--- src/rtl/ppm_cfg.svh ---
/*
  ppm_cfg.svh: constants for the pin-mode logic of the expansion bus.
  Assumes inclusion by bare name from rtl/ files.
*/
`ifndef PPM_CFG_SVH
`define PPM_CFG_SVH
`define PPM_AD_W          32
`define PPM_REQ_W         4
`define PPM_PERR_DLY      2
`define PPM_CLK_MHZ       25
`define PPM_RST_PULSE_NS  1000
`define PPM_RST_PULSE_CYC ((`PPM_RST_PULSE_NS * `PPM_CLK_MHZ) / 1000)
`define PPM_WARM_CYC      16
`endif

--- src/rtl/ppm_pkg.sv ---
/*
  ppm_pkg: types for the pin-mode logic.
  Assumes nothing beyond a SystemVerilog compiler.
*/
package ppm_pkg;
  // phase of the bus as seen by the parity path
  typedef enum logic [3:0] {
    PPM_IDLE  = 4'h1,
    PPM_ADDR  = 4'h2,
    PPM_WDATA = 4'h4,
    PPM_RDATA = 4'h8
  } ppm_phase_t;
endpackage

--- src/rtl/ppm_par_if.sv ---
/*
  ppm_par_if: parity checker request/answer group between top and checker.
  Assumes one clock shared by both ends.
*/
`timescale 1ns/1ps
interface ppm_par_if;
  logic [31:0] data;
  logic        par;
  logic        check;
  logic        gen_par;
  logic        err;
  modport top (output data, output par, output check, input gen_par, input err);
  modport chk (input data, input par, input check, output gen_par, output err);
endinterface

--- src/rtl/ppm_par_chk.sv ---
/*
  ppm_par_chk: even-parity generator and checker with two-clock error report.
  Assumes inputs already synchronised to clk.
*/
`timescale 1ns/1ps
`include "ppm_cfg.svh"
module ppm_par_chk
  import ppm_pkg::*;
(
  input  wire logic clk,
  input  wire logic rst_n,
  ppm_par_if.chk    pi
);
  typedef struct packed {
    logic mis_r;
    logic err_r;
  } ppm_pc_st_t;
  ppm_pc_st_t st_r;
  ppm_pc_st_t st_nxt;

  // even parity over the 32 data lines
  assign pi.gen_par = ^pi.data;

  ////////////////////////////////////////////////////////////////////////
  // mismatch then report: two edges after the data
  always_comb begin
    st_nxt       = st_r;
    st_nxt.mis_r = pi.check && (pi.gen_par != pi.par);
    st_nxt.err_r = st_r.mis_r;
  end
  always_ff @(posedge clk or negedge rst_n) begin
    if (!rst_n) begin
      st_r <= '0;
    end else begin
      st_r <= st_nxt;
    end
  end
  assign pi.err = st_r.err_r;
endmodule

--- src/rtl/ppm_sync.sv ---
/*
  ppm_sync: two flip-flop synchroniser for a vector of pin inputs.
  Assumes inputs asynchronous to clk.
*/
`timescale 1ns/1ps
module ppm_sync #(
  parameter int W   = 1,
  parameter logic [W-1:0] RST = '1
) (
  input  wire logic         clk,
  input  wire logic         rst_n,
  input  wire logic [W-1:0] d,
  output logic      [W-1:0] q
);
  logic [W-1:0] s1_r;
  // first stage read only by the second
  always_ff @(posedge clk or negedge rst_n) begin
    if (!rst_n) begin
      s1_r <= RST;
      q    <= RST;
    end else begin
      s1_r <= d;
      q    <= s1_r;
    end
  end
endmodule

--- src/rtl/ppm_pins.sv ---
/*
  ppm_pins: pin direction and role logic of a 32-bit expansion bus port,
  for host mode (internal or external arbiter) and satellite mode.
  Assumes the core supplies phase, request, grant and error events on clk;
  bus pins reach it as in/out/oe triples, resolved outside.
*/
`timescale 1ns/1ps
`include "ppm_cfg.svh"

// Summary of operation
// - parity pin carries even parity over all 32 address/data lines
// - master drives parity in address and write phases, target in reads
// - receiver flags parity mismatch two clocks after the synchronised data arrives
// - host with internal arbiter: all four request lines are inputs
// - host with external arbiter: drive request zero, hold lines one-three high
// - satellite: request zero asks bus, line one is config select, two-three high
// - host drives bus reset whenever a bus reset is wanted
// - satellite: bus reset input starts a warm reset of the device
// - system error on address parity, special-cycle data parity, or other fault
// - target drives stop to end a transaction early, e.g. retry
// - target drives target-ready; data phase completes only with it
// - internal arbiter drives grants; else grant zero is an input
module ppm_pins
  import ppm_pkg::*;
#(
  parameter int AD_W      = `PPM_AD_W,
  parameter int REQ_W     = `PPM_REQ_W,
  parameter int RST_CYC   = `PPM_RST_PULSE_CYC,
  parameter int WARM_CYC  = `PPM_WARM_CYC
) (
  input  wire logic             clk,
  input  wire logic             rst_n,
  input  wire logic             host_mode_strap,
  input  wire logic             int_arb_strap,
  input  wire ppm_phase_t       phase,
  input  wire logic             is_master,
  input  wire logic             is_target,
  input  wire logic             special_cycle,
  input  wire logic             other_sys_err,
  input  wire logic [AD_W-1:0]  ad_out,
  input  wire logic             ad_oe,
  input  wire logic [AD_W-1:0]  addr_data_bus_in,
  input  wire logic             bus_parity_in,
  output logic                  bus_parity_out,
  output logic                  bus_parity_oe,
  input  wire logic             parity_error_n_in,
  output logic                  parity_error_n_out,
  output logic                  parity_error_n_oe,
  input  wire logic             system_error_n_in,
  output logic                  system_error_n_out,
  output logic                  system_error_n_oe,
  input  wire logic             tgt_stop,
  input  wire logic             tgt_ready,
  input  wire logic             irdy,
  input  wire logic             target_stop_n_in,
  output logic                  target_stop_n_out,
  output logic                  target_stop_n_oe,
  input  wire logic             target_ready_n_in,
  output logic                  target_ready_n_out,
  output logic                  target_ready_n_oe,
  input  wire logic             bus_lock_n_in,
  output logic                  lock_seen,
  input  wire logic             own_req,
  input  wire logic [REQ_W-1:0] arb_grant,
  input  wire logic [REQ_W-1:0] bus_request_n_in,
  output logic      [REQ_W-1:0] bus_request_n_out,
  output logic      [REQ_W-1:0] bus_request_n_oe,
  input  wire logic [REQ_W-1:0] bus_grant_n_in,
  output logic      [REQ_W-1:0] bus_grant_n_out,
  output logic      [REQ_W-1:0] bus_grant_n_oe,
  output logic      [REQ_W-1:0] agent_req,
  output logic                  own_gnt,
  output logic                  config_chip_select,
  input  wire logic             bus_reset_req,
  input  wire logic             bus_reset_n_in,
  output logic                  bus_reset_n_out,
  output logic                  bus_reset_n_oe,
  output logic                  warm_reset,
  output logic                  data_done,
  output logic                  parity_err_evt
);
  localparam int CW = 16;

  typedef struct packed {
    logic          cfg_done_r;
    logic          host_r;
    logic          iarb_r;
    logic          par_r;
    logic          par_oe_r;
    logic          rd_lag_r;
    logic          serr_r;
    logic [CW-1:0] rst_cnt_r;
    logic [CW-1:0] warm_cnt_r;
    logic          rst_seen_r;
  } ppm_st_t;

  ppm_st_t st_r;
  ppm_st_t st_nxt;

  logic [AD_W-1:0]  ad_s;
  logic             par_s;
  logic             perr_s;
  logic             lock_s;
  logic             rstin_s;
  logic             trdy_s;
  logic             stop_s;
  logic [REQ_W-1:0] req_s;
  logic [REQ_W-1:0] gnt_s;
  logic             addr_perr;
  logic             data_perr;

  ////////////////////////////////////////////////////////////////////////
  // pin inputs through two flip-flops
  ppm_sync #(.W(AD_W), .RST('0)) u_sync_ad (
    .clk   (clk),
    .rst_n (rst_n),
    .d     (addr_data_bus_in),
    .q     (ad_s)
  );
  ppm_sync #(.W(6 + 2 * REQ_W)) u_sync_ctl (
    .clk   (clk),
    .rst_n (rst_n),
    .d     ({bus_parity_in, parity_error_n_in, bus_lock_n_in, bus_reset_n_in,
             target_ready_n_in, target_stop_n_in, bus_request_n_in, bus_grant_n_in}),
    .q     ({par_s, perr_s, lock_s, rstin_s, trdy_s, stop_s, req_s, gnt_s})
  );

  ////////////////////////////////////////////////////////////////////////
  // parity generation and checking
  ppm_par_if pif ();
  assign pif.data  = (phase == PPM_RDATA && !is_master) || phase == PPM_WDATA
                     || phase == PPM_ADDR ? (ad_oe ? ad_out : ad_s) : ad_s;
  assign pif.par   = par_s;
  // check only data this agent receives; address parity is a system error
  assign pif.check = (phase == PPM_WDATA && is_target)
                   || (phase == PPM_RDATA && is_master);
  ppm_par_chk u_par (
    .clk   (clk),
    .rst_n (rst_n),
    .pi    (pif)
  );

  // address parity is checked by every agent that is not the master
  assign addr_perr = phase == PPM_ADDR && !is_master && (pif.gen_par != par_s);
  assign data_perr = pif.check && special_cycle && (pif.gen_par != par_s);

  ////////////////////////////////////////////////////////////////////////
  // next state
  always_comb begin
    st_nxt = st_r;
    // straps caught once, first edge after reset release
    if (!st_r.cfg_done_r) begin
      st_nxt.cfg_done_r = 1'b1;
      st_nxt.host_r     = host_mode_strap;
      st_nxt.iarb_r     = int_arb_strap;
    end
    // parity follows its data by one clock; driver set by role
    st_nxt.par_r    = pif.gen_par;
    st_nxt.par_oe_r = ((phase == PPM_ADDR || phase == PPM_WDATA) && is_master)
                    || (phase == PPM_RDATA && is_target);
    st_nxt.serr_r   = addr_perr || data_perr || other_sys_err;
    // host bus reset pulse, stretched to its least width
    if (st_r.host_r && bus_reset_req) begin
      st_nxt.rst_cnt_r = CW'(RST_CYC);
    end else if (st_r.rst_cnt_r != '0) begin
      st_nxt.rst_cnt_r = st_r.rst_cnt_r - 1'b1;
    end
    // satellite warm reset on falling reset input
    st_nxt.rst_seen_r = !rstin_s;
    if (st_r.cfg_done_r && !st_r.host_r && !rstin_s && !st_r.rst_seen_r) begin
      st_nxt.warm_cnt_r = CW'(WARM_CYC);
    end else if (st_r.warm_cnt_r != '0) begin
      st_nxt.warm_cnt_r = st_r.warm_cnt_r - 1'b1;
    end
  end

  always_ff @(posedge clk or negedge rst_n) begin
    if (!rst_n) begin
      st_r <= '0;
    end else begin
      st_r <= st_nxt;
    end
  end

  ////////////////////////////////////////////////////////////////////////
  // parity and error pins (open-drain style for error pins)
  assign bus_parity_out     = st_r.par_r;
  assign bus_parity_oe      = st_r.par_oe_r;
  assign parity_error_n_out = 1'b0;
  assign parity_error_n_oe  = pif.err;
  assign parity_err_evt     = pif.err;
  assign system_error_n_out = 1'b0;
  assign system_error_n_oe  = st_r.serr_r;

  // target termination pins, driven only while target
  assign target_stop_n_out  = !tgt_stop;
  assign target_stop_n_oe   = is_target;
  assign target_ready_n_out = !tgt_ready;
  assign target_ready_n_oe  = is_target;
  // a data phase completes only with irdy high and target ready: its own tgt_ready as target, the synchronised pin low as master
  assign data_done = irdy && (is_target ? tgt_ready : !trdy_s)
                     && (phase == PPM_WDATA || phase == PPM_RDATA);
  assign lock_seen = !lock_s;

  ////////////////////////////////////////////////////////////////////////
  // request, grant and select pins by mode
  always_comb begin
    bus_request_n_out  = '1;
    bus_request_n_oe   = '0;
    bus_grant_n_out    = '1;
    bus_grant_n_oe     = '0;
    agent_req          = '0;
    own_gnt            = 1'b0;
    config_chip_select = 1'b0;
    if (!st_r.cfg_done_r) begin
      bus_request_n_oe = '0;
    end else if (st_r.host_r && st_r.iarb_r) begin
      agent_req       = ~req_s;
      bus_grant_n_out = ~arb_grant;
      bus_grant_n_oe  = '1;
      own_gnt         = 1'b1;
    end else begin
      bus_request_n_oe     = '1;
      bus_request_n_out[0] = !own_req;
      own_gnt              = !gnt_s[0];
      bus_grant_n_oe[REQ_W-1:1] = '1;
      if (!st_r.host_r) begin
        bus_request_n_oe[1] = 1'b0;
        config_chip_select  = !req_s[1];
      end
    end
  end

  // bus reset pin: driven in host and until the straps are caught, input in satellite after that
  assign bus_reset_n_out = !(st_r.rst_cnt_r != '0);
  assign bus_reset_n_oe  = st_r.host_r || !st_r.cfg_done_r;
  assign warm_reset      = st_r.warm_cnt_r != '0;
endmodule

--- config.mk ---
export PLATFORM = sky130hd
export DESIGN_NAME = ppm_pins
export DESIGN_NICKNAME = d
export VERILOG_FILES = /design/src/rtl/ppm_pkg.sv /design/src/rtl/ppm_par_if.sv /design/src/rtl/ppm_par_chk.sv /design/src/rtl/ppm_sync.sv /design/src/rtl/ppm_pins.sv
export VERILOG_INCLUDE_DIRS = /design/src /design/src/rtl
export SDC_FILE = /design/constraint.sdc
export NUM_CORES = 1
export LEC_CHECK = 0
export ABC_AREA = 1
export BUFFER_PORTS_ARGS = -buffer_cell sky130_fd_sc_hd__buf_2
export CORE_MARGIN = 1
export CORE_UTILIZATION = 41
export DETAILED_ROUTE_END_ITERATION = 10
export GPL_TIMING_DRIVEN = 0
export PLACE_DENSITY = 0.67
export SETUP_SLACK_MARGIN = 0.4
export SYNTH_ARGS = -nofsm -noshare
export SYNTH_HDL_FRONTEND = slang
export SYNTH_SLANG_ARGS = --single-unit
--- constraint.sdc ---
create_clock -name clk -period 6 [get_ports clk]
set_input_delay 0 -clock clk [delete_from_list [all_inputs] [get_ports clk]]
set_output_delay 0 -clock clk [all_outputs]
set_load 0.05 [all_outputs]
==> flow_metrics.py <==
metrics = {
    "yosys": {
        "netlist_area_mm2": 0.00530,
        "synthCells": 566,
        "synth_seq_cells": 123,
        "yosysTopAreaCell": "dfrtp_1",
        "yosys-mux-area-fraction": 0,
        "synth_most_common_cell": "nand2_1",
        "synth_ff_type": "dfrtp_1",
        "ys_top_cells_by_area": "dfrtp_1 50%, nand2_1 10%, dfstp_2 8.9%, inv_1 4.5%, xor2_1 3.3%",
        "synth_edf_count": 0,
        "synth_seq_area_share": 0.585,
        "synth-xor-area-share": 0.0625,
        "yosys.area.top_type_share": 0.496,
        "synthAdderAreaFrac": 0.00472,
        "synthSimpleGateAreaFrac": 0.217,
        "synth_top_cells_by_count": "143 x nand2_1, 105 x dfrtp_1, 64 x inv_1",
        "ys_warn_count": 0,
        "async_flop_share": 1.00,
        "syn_avg_cell_area_um2": 9.37,
        "synth_compound_area_frac": 0.0552,
        "ys_types": 33,
        "synth_top_family_by_area": "simple AND/OR/NAND/NOR gates",
    },
    "routing": {
        "wirelength_um": 11100,
        "post_drt_via_cell_ratio": 4.56,
        "wl_per_cell_um": 11.7,
        "drt-initial-drc-count": 238,
        "vias": 4325,
        "antenna_left": 0,
        "drt_pass1_iterations": 4,
        "drc_errors": 0,
    },
    "sta": {
        "slew_headroom": 0.474,
        "worst_pin_slew_ns": 0.783,
        "period_minus_slack_ns": 2.48,
        "fin_tns_setup_ns": 0,
        "hold_viol": 0,
        "finalSetupViolCount": 0,
        "slew_viol_final": 0,
        "finalCritPeriodShare": 0.414,
        "finClkSkew_ns": 0.00638,
        "grt_setup_unrepaired": "false",
        "max_freq_mhz": 403,
    },
    "clock_tree": {
        "cts_buffer_depth": 2,
        "htree_levels": 4,
        "clock_latency_ns": 0.41,
        "cts-resized-gates": 0,
        "cts_tree": "done",
        "cts-buffers-inserted": 17,
        "clk_pin_slew_ns": 0.05,
        "cts-root-buf": "clkbuf_16",
        "cts.sinks": 123,
    },
    "finish": {
        "antenna_cells": 0,
        "fin_area_mm2": 0.00731,
        "syn_to_final_growth_pct": 37.9,
        "drive_gt1_frac": 0.288,
        "final_nets": 867,
        "final_util": 0.579,
        "stdcell_count": 949,
    },
    "worst_setup_path": {
        "cp-startpoint": "is_master",
        "reg2reg_from": "st_r[2]",
        "slowest_delay_ns": 0.54,
        "critPathTopFamily": "buffers and inverters",
        "timing.rr.end": "st_r[16]",
        "start_kind": "primary input",
        "cp_cell_sequence": "dlygate4sd3_1 > buf_2 > inv_1 > nand3_1 > nand3_4 > buf_4 > nand3_1 > nand2_2 > inv_1 > nand2_1 > nand2_1 > nand2_1 > nand2_1 > nand2_1 > nand2_1 > nand2_1 > nand2_2 > nand2_1 > nand2_1 > nand2_1 > nand2_1 > dlygate4sd3_1",
        "arrival_ns": 2.77,
        "worst-r2r-setup-slack_ns": 3.71,
        "r2r_cells": 14,
        "crit_slowest_cell": "dlygate4sd3_1",
        "timing.critical_path.mode_cell": "nand2_1",
        "crit_buf_inv": 6,
        "crit_required_ns": 6.28,
        "end_kind": "flop",
        "crit_type": "primary input to flop",
        "crit_fanout": 10,
    },
    "run_status": {
        "outcome": "completed",
    },
    "floorplanning": {
        "die-width_um": 116,
        "start_util": 0.420,
        "die-area_mm2": 0.0134,
        "rows": 41,
        "coreArea_mm2": 0.0126,
        "ios": 139,
        "die_h_um": 116,
    },
    "global_route": {
        "grt_start_max_net_pins": 75,
        "antenna_found_initial": 0,
        "grt_first_pass_wirelength_um": 18700,
        "grt_usage": 0.182,
        "grt_pass1_vias": 4398,
        "gr-total-overflow": 0,
    },
    "power_and_ir_drop": {
        "p_leak_nw": 3.77,
        "power_w": 0.00270,
        "power_density_mw_per_mm2": 369,
        "vdd_ir_drop_max_mv": 0.274,
    },
    "hold_path": {
        "hp-class": "primary input to flop",
        "whs_path_depth": 5,
        "hold_path_end": "st_r[21]",
        "hold_path_startpoint": "bus_reset_req",
    },
    "placement": {
        "port_buffers": 126,
        "hpwl_um": 7590,
        "gp_congestion": 0.872,
        "dpl-instance-area_mm2": 0.00620,
        "place_inst": 869,
    },
    "run": {
        "max_cap_violations": 0,
    },
}
## sequential cells by signal, indices dropped and copies added, names as in the netlist
register and count:
st_r 36, u_sync_ad.q 32, u_sync_ad.s1_r 32, u_sync_ctl.q 9, u_sync_ctl.s1_r 9, bus_parity_oe 1
bus_parity_out 1, system_error_n_oe 1, u_par.pi.err 1, u_par.st_nxt 1
## power by group
part / switching [W] / internal, W / leakage [nW]
clock network: 0.000351 / 0.000734 / 0.300
logic: 0.000359 / 0.000224 / 2.00
registers: 0.0000807 / 0.000948 / 1.46
total: 0.000791 / 0.00191 / 3.77
## timing repair
action	CTS	global route
setup buffers	0	0
endpoints found under the setup margin	0	0
hold buffers	48	0
endpoints found under the hold margin	154	0
## worst reg2reg max path, stage by stage (launching register included)
cell	delay (ns)
dfrtp_1	0.36
inv_1	0.06
ha_1	0.22
nand3_1	0.12
nor2_1	0.07
nand3_1	0.10
nor2_1	0.07
nand3_2	0.15
nand3_1	0.17
nor3_2	0.24
nand2_1	0.14
nor3_2	0.18
nand2_1	0.09
o21ai_0	0.14
a21oi_1	0.05
## through the flow
stage               hold WS (ns)  setup slack (ns)
finish                    0.0197              3.52
global route              0.0440              3.24
CTS                      0.00449              3.54
detailed placement       -0.0326              3.74
global placement           0.105              3.48
floorplan                 -0.296              3.67
## cell families (layout without fill, tap and decap cells)
logic type,Yosys count,after routing
compound gates,56,56
xor+xnor,37,37
fa+ha+maj,2,2
buf+inv,87,294
flops,123,123
other cells,2,6
simple gates,259,259
## per-layer routing
metal	share of wire	GRT usage
met5	0	0
met4	0.014	0.0667
met3	0.052	0.0570
met2	0.52	0.333
met1	0.41	0.197
## placed cells by master (no fill, tap or decap), types with 3 or more instances in the layout
master         Yosys  layout
nand2_1          143     143
buf_2              0     125
dfrtp_1          105     105
inv_1             64      64
dlygate4sd3_1      0      48
nor2_1            41      41
nand3_1           33      33
a21oi_1           26      26
o21ai_0           24      24
xor2_1            20      20
nand2_2           18      18
dfstp_2           18      18
clkbuf_16          0      17
xnor2_1           16      16
buf_4             15      15
conb_1             2       6
nor3_1             5       5
clkbuf_1           2       5
bufinv_16          0       5
inv_2              4       4
nor4_1             4       4
nand3_2            3       3
o22ai_1            3       3
nand4_1            3       3
clkinvlp_4         0       3
clkinv_2           0       3
## area by class of cell
| type | instances | area [um^2] |
|---|---|---|
| Clock inverter | 12 | 196 |
| Multi-Input combinational cell | 360 | 1820 |
| Tap cell | 172 | 215 |
| Timing Repair Buffer | 175 | 1140 |
| Fill cell | 1078 | 5310 |
| Clock buffer | 20 | 437 |
| Sequential cell | 123 | 3100 |
| Inverter | 68 | 255 |
| Buffer | 19 | 139 |
## how the worst max path moves through the flow
stage,end,cells after the start,slack (ns)
4_1_cts,system_error_n_oe,22,3.54
2_1_floorplan,bus_reset_n_out,6,3.67
6_report,system_error_n_oe,22,3.52
3_5_place_dp,st_r[16],14,3.74
3_3_place_gp,u_sync_ad.s1_r[4],1,3.48
5_1_grt,system_error_n_oe,23,3.24
Power figures use the tool's default switching activity.
